`src/pkg/ssr_pkg.sv`:
```
package ssr_pkg;

    localparam int          STB_OPER_BIT   = 7;
    localparam int          STB_MSS_BIT    = 6;
    localparam int          STB_ESB_BIT    = 5;
    localparam int          STB_MAV_BIT    = 4;
    localparam logic [7:0]  STB_LOW_MASK   = 8'h0F;
    localparam int          ESR_OPC_BIT    = 0;
    localparam logic [7:0]  OPC_ASCII_ONE  = 8'h31;
    localparam logic [7:0]  SRE_RESET      = 8'h00;
    localparam logic [7:0]  ESE_RESET      = 8'h00;
    localparam logic [7:0]  ESR_RESET      = 8'h00;
    localparam logic [7:0]  STB_RESET      = 8'h00;
    localparam int          STATE_W_DEF    = 32;
    localparam int          SLOTS_DEF      = 4;

    typedef enum logic [3:0] {
        CMD_CLS,
        CMD_CLS_NL,
        CMD_ESE_WR,
        CMD_ESE_QRY,
        CMD_ESR_QRY,
        CMD_OPC,
        CMD_OPC_QRY,
        CMD_RCL,
        CMD_RST,
        CMD_SAV,
        CMD_SRE_WR,
        CMD_SRE_QRY,
        CMD_STB_QRY,
        CMD_ABORT,
        CMD_OUT_ON
    } ssr_cmd_e;

    typedef enum logic [0:0] {
        OPC_IDLE,
        OPC_WAIT
    } ssr_opc_e;

    // Summary of a byte under its enable mask
    function automatic logic ssr_summary(input logic [7:0] v,
                                         input logic [7:0] m);
        return |(v & m);
    endfunction

endpackage

```
`src/pkg/ssr_evt_if.sv`:
```
`timescale 1ns/1ps
interface ssr_evt_if;
    logic        ese_wr;
    logic [7:0]  ese_data;
    logic        esr_clr;
    logic [7:0]  evt_set;
    logic [7:0]  ese;
    logic [7:0]  esr;
    logic        esb;

    modport ctl (output ese_wr, ese_data, esr_clr, evt_set,
                 input  ese, esr, esb);
    modport evt (input  ese_wr, ese_data, esr_clr, evt_set,
                 output ese, esr, esb);
endinterface

```
`src/verilog/ssr_status_top.sv`:
```
`timescale 1ns/1ps
module ssr_status_top
    import ssr_pkg::*;
#(
    parameter int STATE_W = STATE_W_DEF,
    parameter int SLOTS   = SLOTS_DEF
)(
    input  wire logic                ref_clk,
    input  wire logic                rst,
    input  wire logic                cmd_valid,
    input  wire ssr_cmd_e            cmd_code,
    input  wire logic [7:0]          cmd_arg,
    input  wire logic                ops_pending,
    input  wire logic                oper_summary,
    input  wire logic [7:0]          event_set,
    input  wire logic                oq_read,
    input  wire logic [STATE_W-1:0]  live_state,
    output logic                     resp_valid,
    output logic [7:0]               resp_data,
    output logic                     msg_available,
    output logic [7:0]               status_byte,
    output logic                     service_request,
    output logic                     output_enable,
    output logic                     restore_valid,
    output logic [STATE_W-1:0]       restore_state,
    output logic                     sys_reset
);

    localparam int SLOT_AW = (SLOTS > 1) ? $clog2(SLOTS) : 1;

    // ------------------------------------------------------------
    // Command decode
    // ------------------------------------------------------------
    function automatic logic cmd_is(input logic     v,
                                    input ssr_cmd_e code,
                                    input ssr_cmd_e want);
        return v && (code == want);
    endfunction

    logic                cls_any;
    logic                cls_nl;
    logic                sav_cmd;
    logic                rcl_cmd;
    logic                abort_cmd;
    logic [SLOT_AW-1:0]  slot;

    assign cls_nl    = cmd_is(cmd_valid, cmd_code, CMD_CLS_NL);
    assign cls_any   = cls_nl || cmd_is(cmd_valid, cmd_code, CMD_CLS);
    assign sav_cmd   = cmd_is(cmd_valid, cmd_code, CMD_SAV);
    assign rcl_cmd   = cmd_is(cmd_valid, cmd_code, CMD_RCL);
    assign abort_cmd = cmd_is(cmd_valid, cmd_code, CMD_ABORT);
    assign slot      = cmd_arg[SLOT_AW-1:0];

    // ------------------------------------------------------------
    // Standard event structure
    // ------------------------------------------------------------
    ssr_evt_if evi ();

    ssr_event_reg u_event (
        .ref_clk (ref_clk),
        .rst     (rst),
        .ev      (evi.evt)
    );

    logic opc_cmd_wait;
    logic opc_cmd_done;

    assign opc_cmd_done = opc_cmd_wait && !ops_pending;

    always_ff @(posedge ref_clk or posedge rst) begin
        if (rst) begin
            opc_cmd_wait <= 1'b0;
        end else if (cmd_is(cmd_valid, cmd_code, CMD_OPC)) begin
            opc_cmd_wait <= 1'b1;
        end else if (opc_cmd_done) begin
            opc_cmd_wait <= 1'b0;
        end
    end

    always_comb begin
        evi.ese_wr   = cmd_is(cmd_valid, cmd_code, CMD_ESE_WR);
        evi.ese_data = cmd_arg;
        evi.esr_clr  = cls_any || cmd_is(cmd_valid, cmd_code, CMD_ESR_QRY);
        evi.evt_set  = event_set;
        evi.evt_set[ESR_OPC_BIT] = event_set[ESR_OPC_BIT] || opc_cmd_done;
    end

    // ------------------------------------------------------------
    // Service request enable mask
    // ------------------------------------------------------------
    logic [7:0] sre;

    always_ff @(posedge ref_clk or posedge rst) begin
        if (rst) begin
            sre <= SRE_RESET;
        end else if (cmd_is(cmd_valid, cmd_code, CMD_SRE_WR)) begin
            sre <= cmd_arg;
        end
    end

    // ------------------------------------------------------------
    // Status byte
    // ------------------------------------------------------------
    logic [7:0] stb_base;
    logic       mss;
    logic [7:0] stb_now;

    always_comb begin
        stb_base               = 8'h00;
        stb_base[STB_OPER_BIT] = oper_summary;
        stb_base[STB_ESB_BIT]  = evi.esb;
        stb_base[STB_MAV_BIT]  = msg_available;
        mss                    = ssr_summary(stb_base, sre);
        stb_now                = stb_base & ~STB_LOW_MASK;
        stb_now[STB_MSS_BIT]   = mss;
    end

    // Register follows sources only; reads never touch it
    always_ff @(posedge ref_clk or posedge rst) begin
        if (rst) begin
            status_byte     <= STB_RESET;
            service_request <= 1'b0;
        end else begin
            status_byte     <= stb_now;
            service_request <= mss;
        end
    end

    // ------------------------------------------------------------
    // Operation-complete query
    // ------------------------------------------------------------
    ssr_opc_e opc_state;
    logic     opc_qry_done;

    assign opc_qry_done = (opc_state == OPC_WAIT) && !ops_pending;

    always_ff @(posedge ref_clk or posedge rst) begin
        if (rst) begin
            opc_state <= OPC_IDLE;
        end else begin
            case (opc_state)
                OPC_IDLE: begin
                    if (cmd_is(cmd_valid, cmd_code, CMD_OPC_QRY)) begin
                        opc_state <= OPC_WAIT;
                    end
                end
                OPC_WAIT: begin
                    if (!ops_pending) begin
                        opc_state <= OPC_IDLE;
                    end
                end
                default: opc_state <= OPC_IDLE;
            endcase
        end
    end

    // ------------------------------------------------------------
    // Responses and output queue
    // ------------------------------------------------------------
    logic       next_resp_valid;
    logic [7:0] next_resp_data;

    always_comb begin
        next_resp_valid = 1'b0;
        next_resp_data  = resp_data;
        if (opc_qry_done) begin
            next_resp_valid = 1'b1;
            next_resp_data  = OPC_ASCII_ONE;
        end else if (cmd_valid) begin
            case (cmd_code)
                CMD_ESE_QRY: begin
                    next_resp_valid = 1'b1;
                    next_resp_data  = evi.ese;
                end
                CMD_ESR_QRY: begin
                    next_resp_valid = 1'b1;
                    next_resp_data  = evi.esr;
                end
                CMD_SRE_QRY: begin
                    next_resp_valid = 1'b1;
                    next_resp_data  = sre;
                end
                CMD_STB_QRY: begin
                    next_resp_valid = 1'b1;
                    next_resp_data  = stb_now;
                end
                default: next_resp_valid = 1'b0;
            endcase
        end
    end

    always_ff @(posedge ref_clk or posedge rst) begin
        if (rst) begin
            resp_valid <= 1'b0;
            resp_data  <= 8'h00;
        end else begin
            resp_valid <= next_resp_valid;
            resp_data  <= next_resp_data;
        end
    end

    // A new answer wins over a read or a clear in the same cycle
    always_ff @(posedge ref_clk or posedge rst) begin
        if (rst) begin
            msg_available <= 1'b0;
        end else if (next_resp_valid) begin
            msg_available <= 1'b1;
        end else if (oq_read || cls_nl) begin
            msg_available <= 1'b0;
        end
    end

    // ------------------------------------------------------------
    // Save and recall of operating state
    // ------------------------------------------------------------
    logic [STATE_W-1:0] state_mem [SLOTS];

    always_ff @(posedge ref_clk) begin
        if (sav_cmd) begin
            state_mem[slot] <= live_state;
        end
    end

    always_ff @(posedge ref_clk or posedge rst) begin
        if (rst) begin
            restore_valid <= 1'b0;
            restore_state <= '0;
        end else begin
            restore_valid <= rcl_cmd;
            if (rcl_cmd) begin
                restore_state <= state_mem[slot];
            end
        end
    end

    // ------------------------------------------------------------
    // Output state, abort and system reset
    // ------------------------------------------------------------
    always_ff @(posedge ref_clk or posedge rst) begin
        if (rst) begin
            output_enable <= 1'b0;
        end else if (abort_cmd || cmd_is(cmd_valid, cmd_code, CMD_RST)) begin
            output_enable <= 1'b0;
        end else if (cmd_is(cmd_valid, cmd_code, CMD_OUT_ON)) begin
            output_enable <= 1'b1;
        end
    end

    always_ff @(posedge ref_clk or posedge rst) begin
        if (rst) begin
            sys_reset <= 1'b0;
        end else begin
            sys_reset <= cmd_is(cmd_valid, cmd_code, CMD_RST);
        end
    end
endmodule // ssr_status_top

```
`src/verilog/ssr_event_reg.sv`:
```
`timescale 1ns/1ps
module ssr_event_reg
    import ssr_pkg::*;
(
    input  wire logic  ref_clk,
    input  wire logic  rst,
    ssr_evt_if.evt     ev
);

    // ------------------------------------------------------------
    // Event enable and event register
    // ------------------------------------------------------------
    always_ff @(posedge ref_clk or posedge rst) begin
        if (rst) begin
            ev.ese <= ESE_RESET;
        end else if (ev.ese_wr) begin
            ev.ese <= ev.ese_data;
        end
    end

    // New events win over the clear of the read
    always_ff @(posedge ref_clk or posedge rst) begin
        if (rst) begin
            ev.esr <= ESR_RESET;
        end else begin
            ev.esr <= (ev.esr_clr ? ESR_RESET : ev.esr) | ev.evt_set;
        end
    end

    assign ev.esb = ssr_summary(ev.esr, ev.ese);
endmodule // ssr_event_reg

```
`config.mk`:
```
export PLATFORM = sky130hd
export DESIGN_NAME = ssr_status_top
export DESIGN_NICKNAME = d
export VERILOG_FILES = /design/src/pkg/ssr_pkg.sv /design/src/pkg/ssr_evt_if.sv /design/src/verilog/ssr_status_top.sv /design/src/verilog/ssr_event_reg.sv
export SDC_FILE = /design/constraint.sdc
export NUM_CORES = 1
export LEC_CHECK = 0
export BUFFER_PORTS_ARGS = -buffer_cell sky130_fd_sc_hd__buf_2
export CORE_MARGIN = 5
export CORE_UTILIZATION = 45
export DETAILED_ROUTE_END_ITERATION = 16
export GPL_TIMING_DRIVEN = 0
export PLACE_DENSITY = 0.77
export SLEW_MARGIN = 20
export SYNTH_ARGS = -nofsm -noshare
export SYNTH_HDL_FRONTEND = slang
export SYNTH_SLANG_ARGS = --single-unit
```
`constraint.sdc`:
```
create_clock -name ref_clk -period 2.83 [get_ports ref_clk]
set_clock_uncertainty 0.1 [all_clocks]
set_input_delay 0.566 -clock ref_clk [delete_from_list [all_inputs] [get_ports ref_clk]]
set_output_delay 0.566 -clock ref_clk [all_outputs]
set_load 0.01 [all_outputs]
```
==> results of run 1 <==
==> routing by layer <==
metal  GRT usage, %  vias to the layer above  part of all wire [%]
met4           3.55                        2                   2.0
met3           4.74                       27                   8.6
met5              0                        -                 0.043
met2           27.7                      172                    50
met1           20.9                     2213                    39
li1               -                     1870                     -
==> through the flow <==
step / setup TNS (ns) / total power [W] / hold slack, ns
5_1_grt: 0 / 0.00715 / 0.113
4_1_cts: 0 / 0.00693 / 0.119
3_5_place_dp: 0 / 0.00436 / 0.375
2_1_floorplan: 0 / 0.00401 / 0.353
3_3_place_gp: -151.77 / 0.00432 / 0.364
6_report: 0 / 0.00686 / 0.135
==> worst max path at each step <==
stage,start,end,slack [ns],depth (start not counted)
final,cmd_code[2],state_mem[1][26]$_DFFE_PP_,0.59,7
after global routing,cmd_code[2],state_mem[1][26]$_DFFE_PP_,0.48,7
after CTS,cmd_code[2],state_mem[1][3]$_DFFE_PP_,0.58,7
after detailed placement,cmd_code[2],state_mem[1][24]$_DFFE_PP_,0.07,7
after global placement,rst,restore_state[25]$_DFFE_PP0P_,-0.88,2
after floorplan,cmd_arg[1],state_mem[0][0]$_DFFE_PP_,0.17,3
==> worst max-delay path, delay by kind of cell <==
kind	cells	cell delay, ns
buffers and inverters	3	0.53
AND/OR/NAND/NOR	4	1.23
==> power breakdown <==
part	switching (W)	total (W)	internal [W]
logic	0.000374	0.000780	0.000406
clock network	0.00106	0.00256	0.00150
registers	0.000138	0.00352	0.00338
==> timing repair <==
| action | CTS | global route |
|---|---|---|
| hold buffers | 1 | 0 |
| hold endpoints to repair | 23 | 0 |
| setup endpoints to repair | 0 | 0 |
==> registers in the layout, summed over array words and instances (netlist names), 4 cells and up <==
name,count
u_event.ev.ese,8
state_mem,128
u_event.ev.esr,8
status_byte,4
resp_data,8
sre,8
restore_state,32
==> cell usage after synthesis (all sizes together), types with 2 or more instances <==
master	n
a21o	8
a21oi	5
a221o	2
a221oi	4
a22o	2
a22oi	5
a2bb2oi	2
and3	5
and3b	2
buf	20
clkbuf	4
dfrtp	75
edfxtp	128
inv	6
mux2	48
mux2i	2
mux4	32
nand2	6
nand2b	5
nand3	2
nand3b	3
nor2	9
nor2b	3
o21ai	2
o2bb2ai	4
o31ai	2
==> kinds of logic after synthesis <==
kind of cell | Yosys count | share of synthesized area [%]
xor gates and xnor gates | 1 | 0.111
and+or+nand+nor | 43 | 3.40
muxes | 82 | 16.6
other | 1 | 0.0476
buffers and inverters | 30 | 2.51
AOI/OAI and AO/OA | 45 | 4.65
DFF | 203 | 72.6
==> final cells by class <==
type	instances	area (um^2)
tap	225	282
buffer	24	175
inverter	6	25.0
clock inverter	10	111
multi-input combinational	175	1990
fill	1327	7750
clock buffer	26	523
timing repair buffer	112	656
sequential	203	5720
==> results.md, run 1 <==
- Final Setup Violations: 0
- Reg2Reg Launch Point: u_event.ev.ese[4]$_DFFE_PP0P_
- CP endpoint kind: flip-flop
- WS Path Type: primary input to flip-flop
- Max FO, Critical Path: 18
- Post-synth top area cell: edfxtp_1
- CP startpoint kind: primary input
- Clock root buffer: clkbuf_16
- Initial DRC Count: 288
- Max clock buf depth: 3
- Post-synth EDFFs: 128
- Layout Cells excl Fill: 781
- CP peak stage delay: 0.57 ns
- Wire per inst: 20.7 um
- CP max stage cell: nor2_4
- Io pins: 112
- Largest net degree at the start of global routing: 53
- Synth async-reset ratio: 36.9%
- Final period util: 79.2%
- Final nets: 600
- Avg Inst Size Synth: 19.4 um^2
- Worst r2r dst: resp_data[5]$_DFFE_PP0P_
- Worst-path cell chain: buf_2 > buf_4 > nand3b_1 > nor2_1 > nand2_1 > nor2_4 > buf_16
- Gr usage total: 16.2%
- Depth of the CTS H-tree: 1
- R2R depth: 4
- Post-CTS setup buffers: 0
- Core Area: 17,200 um^2
- Worst EP arrival: 2.34 ns
- Ys Warns: 0
- Resize count post-CTS: 0
- Post-route ant nets: 0
- Via Count: 4,284
- Leak pwr: 3.67 nW
- Pre-CTS setup slack: 0.0686 ns
- Synth Cell Area: 7880 um^2
- Final instance area: 9490 um^2
- Hold Crit Class: primary input to flip-flop
- Final worst path period need: 2.24 ns
- Util after Layout: 55.0%
- Num CTS Buffers: 20
- Die Ht: 142 um
- Via density: 5.49
- Initial antenna violation count: 1
- Slew Limit Headroom: 54.7%
- Final slew viol count: 0
- FF+latch count, synth: 203
- Drt drc: 0
- Final WS setup: 0.588 ns
- DPL Wire Length: 10.9 mm
- Share of layout cells above drive strength 1: 45.3%
- Area Overhead vs Synth: 20.4%
- Vias in the first global route: 4,565
- Commonest non-fill, non-tap cells in the layout: 128 x edfxtp_1, 108 x buf_2, 75 x dfrtp_1
- Final hold vios: 0
- Area after DPL: 8840 um^2
- Req. time, crit path: 2.93 ns
- I/O Buffers: 104
- WHS Endpoint: status_byte[7]$_DFF_PP0_
- Placed insts: 744
- Hold path start: oper_summary
- Synth top area share: 48.8%
- Total gr overflow: 0
- FF-to-FF setup slack: 1.22 ns
- VDD IR max: 0.563 mV
- Drt total wl: 16.2 mm
- Seq/Total Area, Yosys: 72.6%
- Least-Margin Pin Slew: 0.680 ns
- Max-Cap Viols: 0
- Pre-antenna DRT Iters: 4
- Core Rows: 48
- Clk_lat worst skew: 0.49 ns
- Peak Freq: 0.446 GHz
- CTS tree: yes
- Starting density of the core: 45.7%
- Global-route wire length before repair: 25.5 mm
- Commonest non-fill, non-tap cell in the layout: edfxtp_1
- Pwr Density: 723 nW/um^2
- RSZ-0062 raised after global routing: no
- Clock Sinks: 203
- Most common flop cell mapped by yosys: edfxtp_1
- Die ar.: 20,200 um^2
- GP Congestion: 0.858
- Syn Inst Count: 405
- Post-synth cell types: 56
- Antenna cell count: 0
- Hold Crit Depth: 1
- Outcome: finished clean
- Top cells by area, synth: edfxtp_1 49%, dfrtp_1 24%, mux4_2 9.2%, mux2_2 5.6%, mux2_4 1.5%
- Die Span X: 142 um
- CTS clk-pin slew, worst paths: 0.06 ns
Note: power is estimated with default switching activity, not from simulation.
==> run 2: changes to the inputs <==
--- a/config.mk
+++ b/config.mk
@@ -10,7 +10,7 @@
 export CORE_UTILIZATION = 45
 export DETAILED_ROUTE_END_ITERATION = 16
 export GPL_TIMING_DRIVEN = 0
-export PLACE_DENSITY = 0.77
+export PLACE_DENSITY = 0.8
 export SLEW_MARGIN = 20
 export SYNTH_ARGS = -nofsm -noshare
 export SYNTH_HDL_FRONTEND = slang
==> constraint.sdc (replaced) <==
create_clock -name ref_clk -period 1.9 [get_ports ref_clk]
set_clock_uncertainty 0.1 [all_clocks]
set_input_delay 0.38 -clock ref_clk [delete_from_list [all_inputs] [get_ports ref_clk]]
set_output_delay 0.38 -clock ref_clk [all_outputs]
set_load 0.01 [all_outputs]
==> results.md, run 2 (synthesized netlist as in run 1, its figures left out) <==
- Outcome: finished clean
- Total gr overflow: 0 (unchanged)
- Critical path's top delay family: simple AND/OR/NAND/NOR gates
- Final worst path period need: 1.81 ns
- Via density: 5.35 (-2.4%)
- RSZ-0062 raised after global routing: yes
- Pre-antenna DRT Iters: 5 (+1)
- Clock root buffer: clkbuf_16
- CTS tree: yes
- DPL Wire Length: 10.5 mm (-3.9%)
- Depth of the CTS H-tree: 1 (unchanged)
- VDD IR max: 0.930 mV (+65%)
- Buf+Inv Stages, Crit Path: 2 (-1)
- Hold Crit Class: primary input to flip-flop
- Max clock buf depth: 3 (unchanged)
- Req. time, crit path: 1.93 ns (-1.00 ns)
- R2R depth: 4 (unchanged)
- Least-Margin Pin Slew: 0.712 ns (+0.0319 ns)
- Final slew viol count: 0 (unchanged)
- Most flops, register: state_mem
- Global-route wire length before repair: 26.6 mm (+4.5%)
- Worst-path cell chain: buf_2 > buf_8 > nand3b_1 > nor2_2 > and3b_4
- Final period util: 95.2%
- Die Span X: 142 um (unchanged)
- Leak pwr: 3.92 nW (+6.7%)
- Max FO, Critical Path: 32 (+14)
- Worst EP arrival: 1.83 ns (-0.51 ns)
- Starting density of the core: 45.7% (unchanged)
- CTS clk-pin slew, worst paths: 0.06 ns (about the same)
- Largest net degree at the start of global routing: 33 (-38%)
- Clk_lat worst skew: 0.51 ns (+0.02 ns)
- CP startpoint: cmd_code[2]
- Via Count: 4,436 (+3.5%)
- Top flop regs: state_mem: 128 flops, restore_state: 32 flops
- Tot Pwr: 0.0108 W (+57%)
- CP peak stage delay: 0.63 ns (+0.06 ns)
- Max reg flops: 128 (unchanged)
- Io pins: 112 (unchanged)
- Post-route ant nets: 0 (unchanged)
- CP Depth: 5 (-2)
- Initial DRC Count: 194 (-33%)
- Peak Freq: 0.553 GHz
- Initial antenna violation count: 1 (unchanged)
- Die ar.: 20,200 um^2 (unchanged)
- Core Area: 17,200 um^2 (unchanged)
- Max-Cap Viols: 0 (unchanged)
- Final hold vios: 0 (unchanged)
- Num CTS Buffers: 22 (+10%)
- FF-to-FF setup slack: 0.26 ns (-0.96 ns)
- Pwr Density: 1070 nW/um^2 (+48%)
- Clock Sinks: 203 (unchanged)
- Die Ht: 142 um (unchanged)
- Core Rows: 48 (unchanged)
- CP max stage cell: and3b_4
- WS Path Type: primary input to flip-flop
- Vias in the first global route: 4,865 (+6.6%)
- Share of layout cells above drive strength 1: 44.4% (-0.88 points)
- Gr usage total: 16.8% (+0.58 points)
- GP Congestion: 0.925 (+7.8%)
- Crit path to: state_mem[2][15]$_DFFE_PP_
- Commonest non-fill, non-tap cell in the layout: edfxtp_1
- TNS Setup: 0 ns (unchanged)
- CP endpoint kind: flip-flop
- Commonest non-fill, non-tap cells in the layout: 128 x edfxtp_1, 107 x buf_2, 75 x dfrtp_1
- Drt drc: 0 (unchanged)
- Final Setup Violations: 0 (unchanged)
- Area Overhead vs Synth: 28.0%
- Drt total wl: 16.7 mm (+3.6%)
- CP startpoint kind: primary input
- I/O Buffers: 104 (unchanged)
- Slew Limit Headroom: 52.6% (-2.1 points)
- Reg2Reg Launch Point: u_event.ev.esr[4]$_DFF_PP0_
- Final nets: 645 (+7.5%)
- Wire per inst: 20.2 um (-2.4%)
- Worst r2r dst: resp_data[5]$_DFFE_PP0P_
- Fillers: 1,253 (-5.6%)
run 2: changes by cell type in the layout (fill, tap and decap cells not counted), sizes merged:
cell	previous run	this run
dlygate4sd3	1	41
buf	131	133
clkinvlp	1	3
clkbuf	30	31
clkinv	7	8
diode	0	1
nor2	9	10
run 2: worst min-delay path by stage:
stage	start	end	slack, ns	cells after the start
6_report	event_set[0]	u_event.ev.esr[0]$_DFF_PP0_	0.01	2
5_1_grt	event_set[0]	u_event.ev.esr[0]$_DFF_PP0_	0.02	2
4_1_cts	event_set[0]	u_event.ev.esr[0]$_DFF_PP0_	0.0001	2
3_5_place_dp	rst	status_byte[6]$_DFF_PP0_	0.32	2
3_3_place_gp	msg_available$_DFFE_PP0P_	status_byte[4]$_DFF_PP0_	0.36	0
2_1_floorplan	oper_summary	status_byte[7]$_DFF_PP0_	0.31	0
run 2: metrics by stage:
stage | instances | area [um^2] | util, % | setup slack (ns) | hold slack (ns)
6_report | 829 | 10100 | 58.5 | 0.0914 | 0.0144
5_1_grt | 829 | 10100 | 58.5 | 0.0253 | 0.0152
4_1_cts | 826 | 10000 | 58.3 | 0.0165 | 0.000120
3_5_place_dp | 742 | 8830 | 51.2 | -0.827 | 0.323
3_3_place_gp | 737 | 8760 | 50.8 | -1.50 | 0.362
2_1_floorplan | 408 | 7960 | - | -0.433 | 0.311
run 2: power breakdown:
group | leakage [nW] | internal, W | switching (W) | total (W)
Combinational | 1.50 | 0.000667 | 0.000577 | 0.00124
Clock | 0.366 | 0.00256 | 0.00172 | 0.00428
Sequential | 2.05 | 0.00504 | 0.000208 | 0.00524
Total | 3.92 | 0.00826 | 0.00250 | 0.0108
run 2: layer usage:
metal  vias to the layer above  routed length, um  global-route usage, %
met5                         -                  0                      0
met4                         0                221                   3.55
met3                        22               1370                   4.20
met2                       178               8520                   29.2
met1                      2268               6640                   21.7
li1                       1968                  -                      -
run 2: worst register-to-register path: stages, from the launching register on:
cell	delay, ns
dfrtp_1	0.41
a22oi_1	0.25
nand4_1	0.24
and3_1	0.24
o32a_1	0.27
run 2: cell type report:
type / instances / area (um^2) / area share (%)
diodes: 1 / 2.50 / 0.0248
clock buffers: 27 / 603 / 5.98
well taps: 225 / 282 / 2.79
flip-flops and latches: 203 / 5720 / 56.8
plain buffers: 24 / 200 / 1.99
multi-input cells: 176 / 2020 / 20.1
clock inverters: 13 / 150 / 1.49
inverters: 6 / 26.3 / 0.261
repair buffers: 154 / 1070 / 10.6
run 2: timing repair:
| action | in CTS | in global routing |
|---|---|---|
| resized for setup | 1 | 1 |
| endpoints found under the setup margin | 42 | 48 |
| pin swaps | 3 | 1 |
| hold buffers | 40 | 1 |
| endpoints found under the hold margin | 150 | 4 |
| setup buffers | 3 | 1 |
| gates cloned | 1 | 0 |
==> run 3: changes to the inputs <==
--- a/config.mk
+++ b/config.mk
@@ -6,6 +6,7 @@
 export NUM_CORES = 1
 export LEC_CHECK = 0
 export BUFFER_PORTS_ARGS = -buffer_cell sky130_fd_sc_hd__buf_2
+export CORE_ASPECT_RATIO = 1.2
 export CORE_MARGIN = 5
 export CORE_UTILIZATION = 45
 export DETAILED_ROUTE_END_ITERATION = 16
==> results.md, run 3 (synthesized netlist as in run 1, its figures left out) <==
- Clk_lat worst skew: 0.48 ns (-0.03 ns)
- Slew Limit Headroom: 47.4% (-5.1 points)
- VDD IR max: 0.858 mV (-7.7%)
- CP startpoint kind: primary input
- Flop pwr share: 49.9% (+1.2 points)
- GP Congestion: 0.836 (-9.6%)
- Hold path start: live_state[15]
- Antenna cell count: 0 (-1)
- Final nets: 635 (-1.6%)
- CP endpoint kind: flip-flop
- Num CTS Buffers: 21 (-4.5%)
- Share of layout cells above drive strength 1: 43.5% (-0.96 points)
- Area occupied by registers: 5720 um^2 (unchanged)
- Top flop regs: state_mem: 128 flops, restore_state: 32 flops
- Area Overhead vs Synth: 25.7%
- Final hold vios: 0 (unchanged)
- WHS Endpoint: state_mem[3][15]$_DFFE_PP_
- Drt total wl: 16.8 mm (+0.51%)
- Combinational share of power: 11.7% (about the same)
- Via density: 5.41 (+1.1%)
- Via Count: 4,386 (-1.1%)
- Depth of the CTS H-tree: 1 (unchanged)
- Critical path's top delay family: simple AND/OR/NAND/NOR gates
- Gr usage total: 16.9% (+0.13 points)
- Buf+Inv Stages, Crit Path: 2 (unchanged)
- Layout Cells excl Fill: 811 (-2.2%)
- Final Setup Violations: 0 (unchanged)
- Worst r2r dst: resp_data[5]$_DFFE_PP0P_
- Least-Margin Pin Slew: 0.783 ns (+0.0713 ns)
- Hold Crit Class: primary input to flip-flop
- CTS tree: yes
- R2R depth: 4 (unchanged)
- Die Span X: 131 um (-8.1%)
- Drt drc: 0 (unchanged)
- Outcome: finished clean
- Clock root buffer: clkbuf_16
- Fillers: 1,315 (+4.9%)
- Pre-antenna DRT Iters: 6 (+1)
- Core Area: 17,400 um^2 (+0.80%)
- Post-route ant nets: 0 (unchanged)
- Wire per inst: 20.8 um (+2.7%)
- Largest net degree at the start of global routing: 33 (unchanged)
- Final instance area: 9900 um^2 (-1.8%)
- Area after DPL: 8820 um^2 (about the same)
- Clock Sinks: 203 (unchanged)
- Core Rows: 53 (+10%)
- Share of total power in the clock network: 38.3% (-1.4 points)
- DPL Wire Length: 10.7 mm (+1.5%)
- CP peak stage delay: 0.62 ns (about the same)
- Net Sw Power: 0.00236 W (-5.8%)
- Worst-path cell chain: buf_2 > buf_8 > nand3b_1 > nor2_2 > and3b_4
- Initial antenna violation count: 0 (-1)
- CP max stage cell: and3b_4
- Global-route wire length before repair: 26.6 mm (-0.13%)
- Reg2Reg Launch Point: u_event.ev.ese[4]$_DFFE_PP0P_
- Commonest non-fill, non-tap cells in the layout: 128 x edfxtp_1, 107 x buf_2, 75 x dfrtp_1
- Vias in the first global route: 4,722 (-2.9%)
- Final WS setup: 0.0878 ns (-0.00360 ns)
- Tot Pwr: 0.0105 W (-2.5%)
- Util after Layout: 57.0% (-1.5 points)
- Sw frac: 22.5% (-0.79 points)
- Most flops, register: state_mem
- Total gr overflow: 0 (unchanged)
- Placed insts: 737 (-0.67%)
- Starting density of the core: 45.3% (-0.36 points)
- FF-to-FF setup slack: 0.29 ns (+0.03 ns)
- Max clock buf depth: 3 (unchanged)
- Initial DRC Count: 226 (+16%)
- Final worst path period need: 1.81 ns (+0.00360 ns)
- Peak Freq: 0.552 GHz (-0.20%)
- Leak pwr: 3.84 nW (-2.0%)
- CTS clk-pin slew, worst paths: 0.06 ns (about the same)
- Pre-CTS setup slack: -0.841 ns (-0.0145 ns)
- Max-Cap Viols: 0 (unchanged)
- Pwr Density: 1060 nW/um^2 (-0.73%)
- RSZ-0062 raised after global routing: no
- Commonest non-fill, non-tap cell in the layout: edfxtp_1
- Hold Crit Depth: 1 (-1)
- Die ar.: 20,300 um^2 (about the same)
- Max reg flops: 128 (unchanged)
- Multi-input logic area: 2020 um^2 (unchanged)
- Io pins: 112 (unchanged)
- Die Ht: 155 um (+8.9%)
- Max FO, Critical Path: 32 (unchanged)
- I/O Buffers: 104 (unchanged)
- WS Path Type: primary input to flip-flop
- Worst EP arrival: 1.83 ns (about the same)
- Req. time, crit path: 1.91 ns (-0.02 ns)
- Final period util: 95.4% (+0.19 points)
- Final slew viol count: 0 (unchanged)
- P_int: 0.00814 W (-1.5%)
==> run 3: stage by stage <==
| stage | hold slack, ns | TNS [ns] |
|---|---|---|
| after global routing | 0.00335 | 0 |
| after floorplan | 0.311 | -18.22 |
| after detailed placement | 0.359 | -69.49 |
| final | 0.0203 | 0 |
| after global placement | 0.364 | -102.14 |
| after CTS | 0.000514 | 0 |
==> run 3: how the worst max path moves through the flow <==
stage,slack [ns],cells after the start,from,end
global route,0.01,5,cmd_code[2],state_mem[0][18]$_DFFE_PP_
global placement,-1.47,4,cmd_code[2],state_mem[0][5]$_DFFE_PP_
detailed placement,-0.84,6,cmd_code[2],state_mem[1][5]$_DFFE_PP_
CTS,0.05,5,cmd_code[2],state_mem[2][16]$_DFFE_PP_
finish,0.09,5,cmd_code[2],state_mem[2][13]$_DFFE_PP_
floorplan,-0.43,3,cmd_code[2],state_mem[0][0]$_DFFE_PP_
==> run 3: area by class of cell <==
| class | instances | share of cell area, % |
|---|---|---|
| timing repair buffer | 145 | 9.95 |
| inverter | 6 | 0.265 |
| sequential | 203 | 57.8 |
| tap | 220 | 2.78 |
| multi-input combinational | 176 | 20.4 |
| clock buffer | 29 | 5.61 |
| clock inverter | 8 | 1.14 |
| buffer | 24 | 2.02 |
==> run 3: metal layers <==
layer	vias to the layer above	wire length, um	track usage [%]
li1	1938	-	-
met1	2256	6600	21.7
met2	169	8660	29.1
met3	23	1360	4.40
met4	0	218	3.63
met5	-	0	0
==> run 3: power groups by stage <==
stage | logic [W] | clock network [W] | registers [W]
final | 0.00123 | 0.00402 | 0.00524
after global routing | 0.00135 | 0.00432 | 0.00528
after CTS | 0.00125 | 0.00413 | 0.00523
after detailed placement | 0.00119 | 0 | 0.00532
after global placement | 0.00113 | 0 | 0.00530
after floorplan | 0.000591 | 0 | 0.00539
==> run 3: what timing repair did <==
| action | 4_1_cts | 5_1_grt |
|---|---|---|
| gates cloned | 1 | 0 |
| resized for setup | 1 | 1 |
| setup endpoints to repair | 32 | 32 |
| endpoints found under the hold margin | 109 | 3 |
| pin swaps | 2 | 0 |
| buffers inserted | 3 | 0 |
| hold buffers | 32 | 1 |
==> run 3: worst reg2reg max path, cell delays in order, from the launching register on <==
cell and delay [ns]:
dfrtp_1 0.41, a22oi_1 0.27, nand4_1 0.22, and3_1 0.23, o32a_1 0.27
